--- src/logic/aec_cfg.svh ---
// register offsets, field positions and reset values of the adaptive equalizer control
`ifndef AEC_CFG_SVH
`define AEC_CFG_SVH

// ==========================================================================
// register offsets
`define AEC_ADDR_CTL 8'h42
`define AEC_ADDR_THOLD 8'h43
`define AEC_ADDR_RSVD_LO 8'h44
`define AEC_ADDR_RSVD_HI 8'h49
`define AEC_ADDR_CRC_CAP 8'h4a

// ==========================================================================
// control and crc capability register fields
`define AEC_ERRSEL_MSB 6
`define AEC_ERRSEL_LSB 4
`define AEC_ERRSEL_CLK 2
`define AEC_ERRSEL_ENC 1
`define AEC_ERRSEL_PAR 0
`define AEC_TWO_STEP_BIT 2
`define AEC_LOOP_ORDER_BIT 1
`define AEC_SF_EN_BIT 0
`define AEC_CTL_WMASK 8'h7f
`define AEC_CRC_FLAG_BIT 4

// ==========================================================================
// reset values
`define AEC_CTL_RESET 8'h71
`define AEC_THOLD_RESET 8'h01
`define AEC_CRC_CAP_RESET 8'h00
`define AEC_RDATA_RESET 8'h00

// ==========================================================================
// sweep constants
`define AEC_SF_CENTRE 4'h7
`define AEC_EQ_START 4'h0

`endif

--- src/logic/aec_pkg.sv ---
// types shared by the adaptive equalizer control
`default_nettype none
package aec_pkg;

	// ==========================================================================
	// adaption state machine
	typedef enum logic [1:0] {
		AEC_SETTLE,
		AEC_VALIDATE,
		AEC_TRACK
	} aec_state_t;

endpackage
`default_nettype wire

--- src/logic/aec_err_accum.sv ---
// selected link error gate and saturating error accumulator
`timescale 1ns/1ns
`default_nettype none
module aec_err_accum #(
	parameter int CNT_W = 8
) (
	// clock and reset
	input wire logic i_core_clk,
	input wire logic i_rst,
	// control
	input wire logic i_clear,
	input wire logic [2:0] i_select,
	input wire logic [2:0] i_link_err,
	// results
	output logic o_err_any,
	output logic [CNT_W-1:0] o_err_count
);

	logic [CNT_W-1:0] count_reg;
	logic [CNT_W-1:0] count_next;

	// ==========================================================================
	// only enabled error kinds count
	assign o_err_any = |(i_select & i_link_err);
	assign o_err_count = count_reg;

	// next count: a new error wins over a clear
	always_comb begin
		count_next = count_reg;
		if (i_clear) begin
			count_next = o_err_any ? CNT_W'(1) : '0;
		end else if (o_err_any && (count_reg != {CNT_W{1'b1}})) begin
			count_next = count_reg + CNT_W'(1);
		end
	end

	// count register
	always_ff @(posedge i_core_clk) begin
		if (i_rst) begin
			count_reg <= '0;
		end else begin
			count_reg <= count_next;
		end
	end

endmodule
`default_nettype wire

--- src/logic/aec_regs.sv ---
// control, threshold and per-port crc capability registers with read port
`timescale 1ns/1ns
`default_nettype none
`include "aec_cfg.svh"
module aec_regs #(
	parameter int NUM_PORTS = 2,
	parameter int PSEL_W = 1
) (
	// clock and reset
	input wire logic i_core_clk,
	input wire logic i_rst,
	// register port
	input wire logic [7:0] i_reg_addr,
	input wire logic i_reg_wr,
	input wire logic [7:0] i_reg_wdata,
	input wire logic i_reg_rd,
	output logic [7:0] o_reg_rdata,
	// port select
	input wire logic [PSEL_W-1:0] i_rd_port_sel,
	input wire logic [NUM_PORTS-1:0] i_wr_port_en,
	// register contents
	output logic [7:0] o_ctl,
	output logic [7:0] o_thold,
	output logic [NUM_PORTS-1:0] o_crc_flag_en
);

	logic [7:0] ctl_reg;
	logic [7:0] ctl_next;
	logic [7:0] thold_reg;
	logic [7:0] thold_next;
	logic [7:0] rdata_reg;
	logic [7:0] rdata_next;
	logic [7:0] cap_q [NUM_PORTS];

	assign o_ctl = ctl_reg;
	assign o_thold = thold_reg;
	assign o_reg_rdata = rdata_reg;

	// ==========================================================================
	// per-port crc capability copies, written through the port enables
	for (genvar p = 0; p < NUM_PORTS; p++) begin : g_port
		logic [7:0] cap_reg;
		logic [7:0] cap_next;
		always_comb begin
			cap_next = cap_reg;
			if (i_reg_wr && (i_reg_addr == `AEC_ADDR_CRC_CAP) && i_wr_port_en[p]) begin
				cap_next = i_reg_wdata;
			end
		end
		always_ff @(posedge i_core_clk) begin
			if (i_rst) begin
				cap_reg <= `AEC_CRC_CAP_RESET;
			end else begin
				cap_reg <= cap_next;
			end
		end
		assign cap_q[p] = cap_reg;
		assign o_crc_flag_en[p] = cap_reg[`AEC_CRC_FLAG_BIT];
	end

	// ==========================================================================
	// shared registers and registered read data
	always_comb begin
		ctl_next = ctl_reg;
		thold_next = thold_reg;
		rdata_next = rdata_reg;
		if (i_reg_wr && (i_reg_addr == `AEC_ADDR_CTL)) begin
			ctl_next = i_reg_wdata & `AEC_CTL_WMASK; // top bit reads zero
		end
		if (i_reg_wr && (i_reg_addr == `AEC_ADDR_THOLD)) begin
			thold_next = i_reg_wdata;
		end
		if (i_reg_rd) begin
			rdata_next = 8'h00; // reserved and unmapped read as zero
			if (i_reg_addr == `AEC_ADDR_CTL) begin
				rdata_next = ctl_reg;
			end else if (i_reg_addr == `AEC_ADDR_THOLD) begin
				rdata_next = thold_reg;
			end else if ((i_reg_addr == `AEC_ADDR_CRC_CAP) && (int'(i_rd_port_sel) < NUM_PORTS)) begin
				rdata_next = cap_q[i_rd_port_sel];
			end
		end
	end

	// register update
	always_ff @(posedge i_core_clk) begin
		if (i_rst) begin
			ctl_reg <= `AEC_CTL_RESET;
			thold_reg <= `AEC_THOLD_RESET;
			rdata_reg <= `AEC_RDATA_RESET;
		end else begin
			ctl_reg <= ctl_next;
			thold_reg <= thold_next;
			rdata_reg <= rdata_next;
		end
	end

endmodule
`default_nettype wire

--- src/logic/aec_ctrl.sv ---
// adaptive equalizer control: error driven adaption, two-step validation, loop nesting, crc flag
`timescale 1ns/1ns
`default_nettype none
`include "aec_cfg.svh"
module aec_ctrl #(
	parameter int NUM_PORTS = 2,
	parameter int PSEL_W = 1,
	parameter int RELOCK_W = 16,
	parameter int EQ_W = 4,
	parameter logic [3:0] EQ_MAX = 4'hf
) (
	// clock and reset
	input wire logic i_core_clk,
	input wire logic i_rst,
	// register port
	input wire logic [7:0] i_reg_addr,
	input wire logic i_reg_wr,
	input wire logic [7:0] i_reg_wdata,
	input wire logic i_reg_rd,
	output logic [7:0] o_reg_rdata,
	// port select
	input wire logic [PSEL_W-1:0] i_rd_port_sel,
	input wire logic [NUM_PORTS-1:0] i_wr_port_en,
	// adaption inputs
	input wire logic [RELOCK_W-1:0] i_relock_period,
	input wire logic i_lock_async,
	input wire logic [2:0] i_link_err,
	input wire logic [3:0] i_sample_filter_lower_limit,
	input wire logic [3:0] i_sample_filter_upper_limit,
	// adaption outputs
	output logic [EQ_W-1:0] o_eq_setting,
	output logic [3:0] o_sample_filter,
	output logic o_adapt_locked,
	output logic o_adapt_step,
	// crc error flagging
	input wire logic [NUM_PORTS-1:0] i_crc_err,
	output logic [NUM_PORTS-1:0] o_crc_err_flag
);

	// ==========================================================================
	// declarations
	logic [7:0] ctl;
	logic [7:0] thold;
	logic [NUM_PORTS-1:0] crc_flag_en;
	logic [2:0] adapt_error_select;
	logic two_step_validate_enable;
	logic loop_order_select;
	logic sample_filter_adapt_enable;
	logic lock_meta_reg;
	logic lock_sync_reg;
	logic err_any;
	logic [7:0] err_count;
	logic accum_clear;
	aec_pkg::aec_state_t state_reg;
	aec_pkg::aec_state_t state_next;
	logic [RELOCK_W-1:0] cnt_reg;
	logic [RELOCK_W-1:0] cnt_next;
	logic [EQ_W-1:0] eq_reg;
	logic [EQ_W-1:0] eq_next;
	logic [3:0] sf_reg;
	logic [3:0] sf_next;
	logic locked_reg;
	logic locked_next;
	logic step_reg;
	logic step_next;
	logic [NUM_PORTS-1:0] crc_flag_reg;
	logic [NUM_PORTS-1:0] crc_flag_next;
	logic [RELOCK_W-1:0] full_limit;
	logic [RELOCK_W-1:0] half_limit;
	logic [RELOCK_W-1:0] settle_limit;
	logic settle_done;
	logic half_done;
	logic eq_at_max;
	logic sf_at_max;
	logic [EQ_W-1:0] eq_adv;
	logic [3:0] sf_adv;
	logic [EQ_W-1:0] eq_raise;

	// ==========================================================================
	// register file
	aec_regs #(
		.NUM_PORTS(NUM_PORTS),
		.PSEL_W(PSEL_W)
	) u_regs (
		.i_core_clk(i_core_clk),
		.i_rst(i_rst),
		.i_reg_addr(i_reg_addr),
		.i_reg_wr(i_reg_wr),
		.i_reg_wdata(i_reg_wdata),
		.i_reg_rd(i_reg_rd),
		.o_reg_rdata(o_reg_rdata),
		.i_rd_port_sel(i_rd_port_sel),
		.i_wr_port_en(i_wr_port_en),
		.o_ctl(ctl),
		.o_thold(thold),
		.o_crc_flag_en(crc_flag_en)
	);

	// control fields
	assign adapt_error_select = ctl[`AEC_ERRSEL_MSB:`AEC_ERRSEL_LSB];
	assign two_step_validate_enable = ctl[`AEC_TWO_STEP_BIT];
	assign loop_order_select = ctl[`AEC_LOOP_ORDER_BIT];
	assign sample_filter_adapt_enable = ctl[`AEC_SF_EN_BIT];

	// ==========================================================================
	// error accumulator
	aec_err_accum #(
		.CNT_W(8)
	) u_accum (
		.i_core_clk(i_core_clk),
		.i_rst(i_rst),
		.i_clear(accum_clear),
		.i_select(adapt_error_select),
		.i_link_err(i_link_err),
		.o_err_any(err_any),
		.o_err_count(err_count)
	);

	// ==========================================================================
	// lock level comes from the analog side: two flip-flop synchroniser
	always_ff @(posedge i_core_clk) begin
		if (i_rst) begin
			lock_meta_reg <= 1'b0;
			lock_sync_reg <= 1'b0;
		end else begin
			lock_meta_reg <= i_lock_async;
			lock_sync_reg <= lock_meta_reg;
		end
	end

	// ==========================================================================
	// timer limits, never below one cycle
	always_comb begin
		full_limit = (i_relock_period == '0) ? RELOCK_W'(1) : i_relock_period;
		half_limit = (i_relock_period[RELOCK_W-1:1] == '0) ? RELOCK_W'(1)
			: {1'b0, i_relock_period[RELOCK_W-1:1]};
		settle_limit = two_step_validate_enable ? half_limit : full_limit;
		settle_done = (cnt_reg >= (settle_limit - RELOCK_W'(1)));
		half_done = (cnt_reg >= (half_limit - RELOCK_W'(1)));
	end

	// ==========================================================================
	// next candidate setting for the nested sweep
	always_comb begin
		eq_at_max = (eq_reg >= EQ_W'(EQ_MAX));
		sf_at_max = (sf_reg >= i_sample_filter_upper_limit);
		eq_adv = eq_reg;
		sf_adv = sf_reg;
		if (!sample_filter_adapt_enable) begin
			// sample filter left out of the sweep, held at its centre
			eq_adv = eq_at_max ? EQ_W'(`AEC_EQ_START) : eq_reg + EQ_W'(1);
			sf_adv = `AEC_SF_CENTRE;
		end else if (!loop_order_select) begin
			// equalizer is the inner loop
			if (!eq_at_max) begin
				eq_adv = eq_reg + EQ_W'(1);
			end else begin
				eq_adv = EQ_W'(`AEC_EQ_START);
				sf_adv = sf_at_max ? i_sample_filter_lower_limit : sf_reg + 4'h1;
			end
		end else begin
			// sample filter is the inner loop
			if (!sf_at_max) begin
				sf_adv = sf_reg + 4'h1;
			end else begin
				sf_adv = i_sample_filter_lower_limit;
				eq_adv = eq_at_max ? EQ_W'(`AEC_EQ_START) : eq_reg + EQ_W'(1);
			end
		end
		// stronger equalizer, saturating at the top setting
		eq_raise = eq_at_max ? eq_reg : eq_reg + EQ_W'(1);
	end

	// ==========================================================================
	// adaption state machine: next values
	always_comb begin
		state_next = state_reg;
		cnt_next = cnt_reg + RELOCK_W'(1);
		eq_next = eq_reg;
		sf_next = sf_reg;
		step_next = 1'b0;
		accum_clear = 1'b0;
		unique case (state_reg)
			aec_pkg::AEC_SETTLE: begin
				if (settle_done) begin
					cnt_next = '0;
					accum_clear = 1'b1;
					if (two_step_validate_enable) begin
						state_next = aec_pkg::AEC_VALIDATE;
					end else if (lock_sync_reg) begin
						state_next = aec_pkg::AEC_TRACK;
					end else begin
						eq_next = eq_adv;
						sf_next = sf_adv;
						step_next = 1'b1;
					end
				end
			end
			aec_pkg::AEC_VALIDATE: begin
				if (err_any) begin
					// candidate dropped at once
					state_next = aec_pkg::AEC_SETTLE;
					cnt_next = '0;
					eq_next = eq_adv;
					sf_next = sf_adv;
					step_next = 1'b1;
				end else if (half_done) begin
					cnt_next = '0;
					accum_clear = 1'b1;
					if (lock_sync_reg) begin
						state_next = aec_pkg::AEC_TRACK;
					end else begin
						state_next = aec_pkg::AEC_SETTLE;
						eq_next = eq_adv;
						sf_next = sf_adv;
						step_next = 1'b1;
					end
				end
			end
			aec_pkg::AEC_TRACK: begin
				if (!lock_sync_reg) begin
					// lost lock: resume the sweep
					state_next = aec_pkg::AEC_SETTLE;
					cnt_next = '0;
					eq_next = eq_adv;
					sf_next = sf_adv;
					step_next = 1'b1;
				end else if (half_done) begin
					// error window over half the relock period
					cnt_next = '0;
					accum_clear = 1'b1;
					if ((adapt_error_select != 3'h0) && (err_count > thold)) begin
						state_next = aec_pkg::AEC_SETTLE;
						eq_next = eq_raise;
						step_next = 1'b1;
					end
				end
			end
		endcase
		locked_next = (state_next == aec_pkg::AEC_TRACK);
	end

	// adaption state machine: registers
	always_ff @(posedge i_core_clk) begin
		if (i_rst) begin
			state_reg <= aec_pkg::AEC_SETTLE;
			cnt_reg <= '0;
			eq_reg <= EQ_W'(`AEC_EQ_START);
			sf_reg <= `AEC_SF_CENTRE;
			locked_reg <= 1'b0;
			step_reg <= 1'b0;
		end else begin
			state_reg <= state_next;
			cnt_reg <= cnt_next;
			eq_reg <= eq_next;
			sf_reg <= sf_next;
			locked_reg <= locked_next;
			step_reg <= step_next;
		end
	end

	assign o_eq_setting = eq_reg;
	assign o_sample_filter = sf_reg;
	assign o_adapt_locked = locked_reg;
	assign o_adapt_step = step_reg;

	// ==========================================================================
	// crc error flag gated per port by its capability bit
	always_comb begin
		crc_flag_next = i_crc_err & crc_flag_en;
	end

	// crc flag register
	always_ff @(posedge i_core_clk) begin
		if (i_rst) begin
			crc_flag_reg <= '0;
		end else begin
			crc_flag_reg <= crc_flag_next;
		end
	end

	assign o_crc_err_flag = crc_flag_reg;

endmodule
`default_nettype wire

--- config.mk ---
export PLATFORM = sky130hd
export DESIGN_NAME = aec_ctrl
export DESIGN_NICKNAME = d
export VERILOG_FILES = /design/src/logic/aec_pkg.sv /design/src/logic/aec_err_accum.sv /design/src/logic/aec_regs.sv /design/src/logic/aec_ctrl.sv
export VERILOG_INCLUDE_DIRS = /design/src /design/src/logic
export SDC_FILE = /design/constraint.sdc
export NUM_CORES = 1
export LEC_CHECK = 0
export ABC_CLOCK_PERIOD_IN_PS = 6720
export BUFFER_PORTS_ARGS = -buffer_cell sky130_fd_sc_hd__clkbuf_2
export CAP_MARGIN = 20
export CORE_ASPECT_RATIO = 1.75
export CORE_UTILIZATION = 45
export CTS_CLUSTER_DIAMETER = 120
export DETAILED_ROUTE_END_ITERATION = 16
export PLACE_DENSITY_LB_ADDON = 0.15
export SYNTH_ARGS = -nofsm -noshare
export SYNTH_HDL_FRONTEND = slang
export SYNTH_SLANG_ARGS = --single-unit
--- constraint.sdc ---
create_clock -name i_core_clk -period 6.72 [get_ports i_core_clk]
set_input_delay 0 -clock i_core_clk [delete_from_list [all_inputs] [get_ports i_core_clk]]
set_output_delay 0 -clock i_core_clk [all_outputs]
set_load 0.005 [all_outputs]
# Word-level counts from Yosys, hierarchy flattened
# Cells that the tools add are included.
# classes
add_sub_neg	6
n_lt_le_gt_ge	6
eq_ne	13
mux	65
n_bitwise	3
reduce_logical	15
# ops
operator	n
2-to-1 mux 16 bit	6
2-to-1 mux 4 bit	22
2-to-1 mux 8 bit	8
one-hot mux 16 bit (3 select lines)	1
>= comparator 16 bit	2
== test 8 x 7 -> 1 bit, second input constant	3
one-hot mux 4 bit (3 select lines)	2
2-to-1 mux 2 bit	9
adder 16 x 1 -> 16 bit, second input constant	1
logical NOT 16 bit	1
subtractor 15 x 1 -> 16 bit, second input constant	1
subtractor 16 x 1 -> 16 bit, second input constant	1
logical NOT 15 bit	1
2-to-1 mux 15 bit	1
2-to-1 mux 1 bit	13
!= test 3 bit, second input constant	3
adder 4 x 1 -> 4 bit, second input constant	2
adder 8 x 1 -> 8 bit, second input constant	1
greater-than comparator 8 bit	1
!= test 8 bit, second input constant	1
logical AND 1 bit	7
one-hot mux 1 bit (3 select lines)	2
one-hot mux 2 bit (3 select lines)	1
AND reduction 6 bit	1
other kinds (15)	17
# word_totals
regBits	79
inputBits	53
out_inout_bits	20
elab_cells	123

# Logic depth before layout (Yosys ltp)
# Gate-level depths: netlist of run 1.
# logic_depth
word_depth	9
ltp_mapped	26

# Hierarchy
# A second synthesis of run 1 with hierarchy kept.
# unflattened
cells_unflattened	731
hier_area_um2	6043.3
# modules_own_cells
mod	instances	cells_per_inst	area_per_inst_um2	seq_area_each_um2
aec_ctrl	1	492	3749.8	640.6
aec_regs	1	189	1864.3	780.7
aec_err_accum	1	50	429.2	160.2

# Worst setup path after synthesis of run 1
# OpenSTA, ideal clock, no wires.
# synth_path
path_type	register to register
startpoint	register u_regs.ctl_reg[2] (netlist: u_regs.o_ctl[2])
endpoint	register sf_reg[1] (netlist: o_sample_filter[1])
arrival_time_ps	5103
required_time_ps	6600
slack_ps	1498
path_stages_with_launch	20
n_path_buf	4
period_less_slack_ps	5222
path_cell_list	dfxtp_1 clkbuf_1 clkbuf_1 buf_1 mux2i_1 ha_1 nand2b_4 or2_1 or3_1 a211o_1 or2_4 o311a_1 nor3_1 ha_1 nand4_1 o41a_1 o311a_4 or3b_1 buf_2 o31a_1
# synth_between
elab_chain_cells	5
# synth_rtl
item	line_no	rtl
from (decl)	aec_regs.sv:27	logic [7:0] ctl_reg;
from (signal assigned)	aec_regs.sv:88	ctl_reg <= `AEC_CTL_RESET;
from (signal assigned)	aec_regs.sv:92	ctl_reg <= ctl_next;
2-to-1 mux 16 bit	aec_ctrl.sv:137	settle_limit = two_step_validate_enable ? half_limit : full_limit;
subtractor 16 x 1 -> 16 bit	aec_ctrl.sv:138	settle_done = (cnt_reg >= (settle_limit - RELOCK_W'(1)));
>= comparator 16 bit	aec_ctrl.sv:138	
!= test 2 bit (no line)	--	
AND reduction 3 bit (no line) (*)	--	
to (signal assigned)	aec_ctrl.sv:249	sf_reg <= `AEC_SF_CENTRE;
to (signal assigned)	aec_ctrl.sv:256	sf_reg <= sf_next;
to (decl)	aec_ctrl.sv:60	logic [3:0] sf_reg;
# Every way passes the cells marked *; elsewhere a longest branch is shown, timed or not.
# A chain may end at the register's enable or synchronous reset.

# Final worst setup path of run 1
# layout_path
startpoint	register u_regs.ctl_reg[2] (netlist: u_regs.o_ctl[2])
endpoint	register eq_reg[0] (netlist: o_eq_setting[0])
# layout_between
elab_chain_cells	5
# layout_rtl
item	line_no	rtl
2-to-1 mux 16 bit	aec_ctrl.sv:137	
subtractor 16 x 1 -> 16 bit	aec_ctrl.sv:138	
>= comparator 16 bit	aec_ctrl.sv:138	
!= test 2 bit (no line)	--	
AND reduction 6 bit (no line) (*)	--	
to (signal assigned)	aec_ctrl.sv:248	eq_reg <= EQ_W'(`AEC_EQ_START);
to (signal assigned)	aec_ctrl.sv:255	eq_reg <= eq_next;
to (decl)	aec_ctrl.sv:58	logic [EQ_W-1:0] eq_reg;
# Marks and branches as above.

==> results of run 1 <==
[synthesized netlist by cell type, types with 8 or more instances]
library cell  instances
and3_1                9
xnor2_1              19
a21oi_1              51
clkbuf_1             29
inv_1                27
mux2i_1              41
nor2b_1              12
nand2_1              47
nor3_1               18
o21ai_0              25
a211oi_1             14
ha_1                 53
nand3_1              24
nor2_1              115
nand2b_1             10
xor2_1               19
dfxtp_1              79
nand4_1               8
[metal layers]
metal / vias to the layer above / wire, µm / global-route usage / part of all wire
met5: - / 0 / 0 / 0
met4: 0 / 532 / 0.104 / 0.035
met3: 39 / 488 / 0.0292 / 0.033
met2: 138 / 8410 / 0.489 / 0.56
met1: 2450 / 5580 / 0.232 / 0.37
li1: 2655 / - / - / -
[worst paths after layout]
| kind | start | to | slack (ns) | depth (start not counted) |
|---|---|---|---|---|
| setup / recovery | u_regs.o_ctl[2] | o_eq_setting[0] | 1.49 | 17 |
| hold / removal | i_reg_wdata[2] | u_regs.g_port[1].cap_reg[2] | 0.008 | 3 |
| setup reg to reg | u_regs.o_ctl[2] | o_eq_setting[0] | 1.49 | 17 |
| hold reg to reg | u_regs.g_port[1].cap_reg[4] | o_crc_err_flag[1] | 0.46 | 2 |
[cell families (layout without fill, tap and decap cells)]
| kind of cell | Yosys count | in the layout | share of synthesized area |
|---|---|---|---|
| xor+xnor | 38 | 38 | 0.0595 |
| compound gates | 157 | 157 | 0.186 |
| buf+inv | 62 | 129 | 0.0421 |
| flops | 79 | 79 | 0.283 |
| mux | 42 | 42 | 0.0754 |
| other cells | 1 | 1 | 0.000671 |
| simple gates | 276 | 276 | 0.235 |
| fa+ha+maj | 53 | 53 | 0.119 |
[power groups by stage]
stage               Clock, mW  Combinational [mW]  Sequential [mW]
finish                  0.489               0.125            0.479
global route            0.515               0.139            0.479
CTS                     0.500               0.125            0.478
detailed placement          0               0.120            0.489
global placement            0               0.117            0.489
floorplan                   0              0.0796            0.486
[tightest hold or removal path, stage by stage]
cell and delay [ns]:
clkbuf_2 0.15, mux2i_1 0.08, nor2_1 0.07
[cell type report]
class | instances | area (µm²) | area share
clock inverters | 3 | 42.5 | 0.00659
clock buffers | 12 | 256 | 0.0398
inverters | 28 | 105 | 0.0163
well taps | 165 | 206 | 0.0320
flip-flops and latches | 79 | 1580 | 0.245
repair buffers | 86 | 488 | 0.0756
multi-input cells | 567 | 3770 | 0.585
==> impl_metrics.toml, run 1 <==
[min_path]
min_path_type = "in -> reg"

[yosys]
synth_top_area_share = 0.283
synthTopCellsByArea = "dfxtp_1 (28%), ha_1 (12%), nor2_1 (7.7%)"
yosysWarnings = 0
syn_inst = 708
ys_async_sr_fraction = 0
postSynthAreaPerCell_um2 = 7.89
synth.largest_area_cell = "dfxtp_1"
synth_edf_count = 0
synth_nets = 814
synth_cell_types = 68
syn_area_um2 = 5590
seq_area_frac_synth = 0.283
synth_ff_type = "dfxtp_1"
ys_ff_latch = 79

[sta]
fin_ws_ns = 1.49
fin_crit_sh = 0.778
fin_skew_ns = 0.00856
rsz0062_at_grt = "no"
slew_headroom = 0.582
hold_viol = 0
fin_setup_tns_ns = 0
setup_viol = 0
holdWs_ns = 0.00761
tightest_slew_ns = 0.627
layout_min_cycle_time_ns = 5.23
finalMaxSlewViolations = 0
fmax_ghz = 0.191

[cts]
cts_buffer_depth = 2
cts_buffers = 9
cts.sinks = 79
h-tree-depth = 3
cts_setup_buffers = 0
clkTransAtPathRegs_ns = 0.06
cts-root-buf = "clkbuf_16"
cts_resized = 0
cts_hold_buffers = 9
cts_tree = "built"
clk_latency_ns = 0.34

[critical_path]
critPathTopFamily = "simple AND/OR/NAND/NOR gates"
cpPeakStageDelay_ns = 0.58
cp_max_fo = 11
start_kind = "flip-flop"
endpoint_kind = "flip-flop"
cp_data_required_time_ns = 6.99
path_cells = "nor2b_1 -> a211oi_1 -> ha_1 -> nand2b_4 -> or2_1 -> or3_1 -> a211o_1 -> or2_4 -> o311a_1 -> nor3_1 -> ha_1 -> nand4_1 -> o41a_1 -> o311a_4 -> nor3_4 -> or4b_1 -> o21ai_1"
path_buf_inv = 0
critPathSlowestCell = "dfxtp_1"
setup.worst_path.class = "reg -> reg"
worstPathArrival_ns = 5.50
path_common_cell = "ha_1"

[cells_and_area]
final_util = 0.535
final_cell_mix = "nor2_1 (115), dfxtp_1 (79), clkbuf_2 (72), ha_1 (53), a21oi_1 (51)"
design_area_um2 = 6450
antenna_cells = 0
drive_gt1_frac = 0.130
area_delta_synth_final_pct = 15.4
final_common_cell = "nor2_1"
fillers = 1207
instances_no_fill = 940
nNetsFinal = 877

[place]
dp_slack_ns = 1.50
gp_congestion = 0.926
placed_area_um2 = 6060
post-place-cells = 916
port_buffers = 72
place_hpwl_um = 11700

[detailed_routing]
ant_nets = 0
wire_per_inst_um = 16.0
drc = 0
first_pass_iters = 6
wirelength_um = 15000
drt_iter0_drc = 240
viasPerCell = 5.62
vias = 5282

[floorplan]
core-area_um2 = 12100
core.rowCount = 53
fp.dieH_um = 149
die_x_um = 86.2
io_pins = 73
start_util = 0.463
die-area_um2 = 12900

[global_routing]
antenna_found_initial = 0
grt_util_all_layers = 0.240
grt_max_degree = 61
grt_pass1_wl_um = 24300
grt-ovfl-total = 0
grt_pass1_vias = 5239

[pwr]
p_comb_frac = 0.114
cellLeakagePower_nw = 2.80
p_total_mw = 1.09
internal_power_uw = 830
vdd_ir_drop_max_v = 0.000189
p_clk_frac = 0.448
pwr-share-seq = 0.438
power_per_cell_area_nw_per_um2 = 169
swShare = 0.240
p_switching_uw = 263

[outcome]
outcome = "complete, no violations"

[job]
maxCapViolations = 0
Note: power is estimated with default switching activity, not from simulation.
==> run 2, diff against run 1 <==
ABC_CLOCK_PERIOD_IN_PS = 5400   (was 6720)
clock period = 5.4 ns   (was 6.72 ns; I/O delays follow)
==> impl_metrics.toml, run 2 (same netlist as run 1, synthesis figures left out) <==
[cts]
clkTransAtPathRegs_ns = 0.06
cts_setup_buffers = 0
cts.sinks = 79
clk_latency_ns = 0.34
cts_buffers = 9
cts_buffer_depth = 2
cts_tree = "built"
h-tree-depth = 3
cts-root-buf = "clkbuf_16"

[pwr]
swShare = 0.237
power_per_cell_area_nw_per_um2 = 218
p_total_mw = 1.42
cellLeakagePower_nw = 2.83
internal_power_mw = 1.09
p_comb_frac = 0.109
p_clk_frac = 0.473
p_switching_uw = 337
vdd_ir_drop_max_v = 0.000233
pwr-share-seq = 0.418

[place]
port_buffers = 72
gp_congestion = 0.928
dp_slack_ns = 0.149
place_hpwl_um = 11400

[floorplan]
fp.dieH_um = 149
core-area_um2 = 12100
start_util = 0.463
die-area_um2 = 12900
die_x_um = 86.2
io_pins = 73
core.rowCount = 53

[global_routing]
antenna_found_initial = 0
grt_util_all_layers = 0.234
grt_pass1_vias = 5115
grt_pass1_wl_um = 23800
grt_max_degree = 61
grt-ovfl-total = 0

[cells_and_area]
area_delta_synth_final_pct = 16.7
final_cell_mix = "nor2_1 (115), dfxtp_1 (78), clkbuf_2 (72), ha_1 (53), a21oi_1 (51)"
final_common_cell = "nor2_1"
nNetsFinal = 880
drive_gt1_frac = 0.135
antenna_cells = 0
fillers = 1177

[critical_path]
setup.worst_path.class = "reg -> reg"
cpPeakStageDelay_ns = 0.46
critPathTopFamily = "simple AND/OR/NAND/NOR gates"
worstPathArrival_ns = 5.20
cp_max_fo = 8
path_common_cell = "ha_1"
cp_data_required_time_ns = 5.67
start_kind = "flip-flop"
endpoint_kind = "flip-flop"
critPathSlowestCell = "or4b_1"
path_cells = "nor2b_1 -> a211oi_2 -> ha_1 -> nand2b_4 -> or2_1 -> or3_1 -> a211o_1 -> or2_4 -> o311a_1 -> nor3_1 -> ha_1 -> nand4_1 -> o41a_1 -> o311a_4 -> nor3_4 -> or4b_1 -> o21ai_1"
path_buf_inv = 0

[sta]
tightest_slew_ns = 0.608
fin_setup_tns_ns = 0
fmax_ghz = 0.203
hold_viol = 0
fin_ws_ns = 0.472
rsz0062_at_grt = "no"
layout_min_cycle_time_ns = 4.93
setup_viol = 0
slew_headroom = 0.589
fin_skew_ns = 0.00764
finalMaxSlewViolations = 0
fin_crit_sh = 0.913
holdWs_ns = 0.0293

[outcome]
outcome = "complete, no violations"

[job]
maxCapViolations = 0

[detailed_routing]
ant_nets = 0
first_pass_iters = 5
drc = 0
vias = 5234
drt_iter0_drc = 179
wirelength_um = 14400
viasPerCell = 5.54
wire_per_inst_um = 15.3

[min_path]
min_path_type = "in -> reg"
## run 2: cell types whose count changed in the layout (fill, tap and decap cells not counted)
| cell | before | now |
|---|---|---|
| dfxtp_1 | 79 | 78 |
| a211oi_1 | 14 | 13 |
| a211oi_2 | 0 | 1 |
| clkinv_2 | 1 | 0 |
| bufinv_16 | 1 | 2 |
| dfxtp_2 | 0 | 1 |
| buf_4 | 5 | 6 |
| dlygate4sd3_1 | 9 | 11 |
| inv_6 | 0 | 1 |
## run 2: power by group through the flow
stage | logic [mW] | registers (mW) | clock network (mW)
2_1_floorplan | 0.0990 | 0.605 | 0
3_3_place_gp | 0.144 | 0.608 | 0
3_5_place_dp | 0.148 | 0.608 | 0
4_1_cts | 0.155 | 0.595 | 0.686
5_1_grt | 0.174 | 0.596 | 0.711
6_report | 0.155 | 0.595 | 0.673
## run 2: metrics by stage
step | cells | instance area, µm² | utilization
2_1_floorplan | 708 | 5590 | -
3_3_place_gp | 917 | 6070 | 0.503
3_5_place_dp | 917 | 6070 | 0.503
4_1_cts | 944 | 6510 | 0.540
5_1_grt | 944 | 6520 | 0.540
6_report | 944 | 6520 | 0.540
## run 2: worst reg2reg max path: stages, from the launching register on
cell,delay (ns)
dfxtp_2,0.42
nor2b_1,0.11
a211oi_2,0.27
ha_1,0.28
nand2b_4,0.07
or2_1,0.22
or3_1,0.40
a211o_1,0.36
or2_4,0.27
o311a_1,0.29
nor3_1,0.20
ha_1,0.19
nand4_1,0.13
o41a_1,0.42
o311a_4,0.40
nor3_4,0.29
or4b_1,0.46
o21ai_1,0.09
## run 2: final timing paths
path,cells past startpoint,endpoint,slack (ns),startpoint
setup / recovery,17,o_eq_setting[0],0.47,u_regs.o_ctl[2]
hold / removal,3,o_sample_filter[3],0.03,i_sample_filter_lower_limit[3]
setup reg to reg,17,o_eq_setting[0],0.47,u_regs.o_ctl[2]
hold reg to reg,2,o_crc_err_flag[1],0.45,u_regs.g_port[1].cap_reg[4]
## run 2: final cells by class
| class | instances | area (µm²) | area share |
|---|---|---|---|
| Clock inverter | 4 | 76.3 | 0.0117 |
| Timing Repair Buffer | 89 | 515 | 0.0791 |
| Inverter | 28 | 105 | 0.0161 |
| Sequential cell | 79 | 1580 | 0.243 |
| Clock buffer | 12 | 256 | 0.0393 |
| Multi-Input combinational cell | 567 | 3780 | 0.579 |
| Tap cell | 165 | 206 | 0.0317 |
## run 2: per-layer routing
metal,wire length [µm],vias up,global-route usage,share of wire
met1,5450,2418,0.231,0.38
met3,398,36,0.0320,0.028
met2,7980,122,0.459,0.55
met4,582,0,0.120,0.040
met5,0,-,0,0
li1,-,2658,-,-
## run 2: timing repair
action | 4_1_cts | 5_1_grt
resized for setup | 0 | 2
hold buffers | 11 | 0
endpoints found under the setup margin | 0 | 30
hold endpoints to repair | 30 | 0
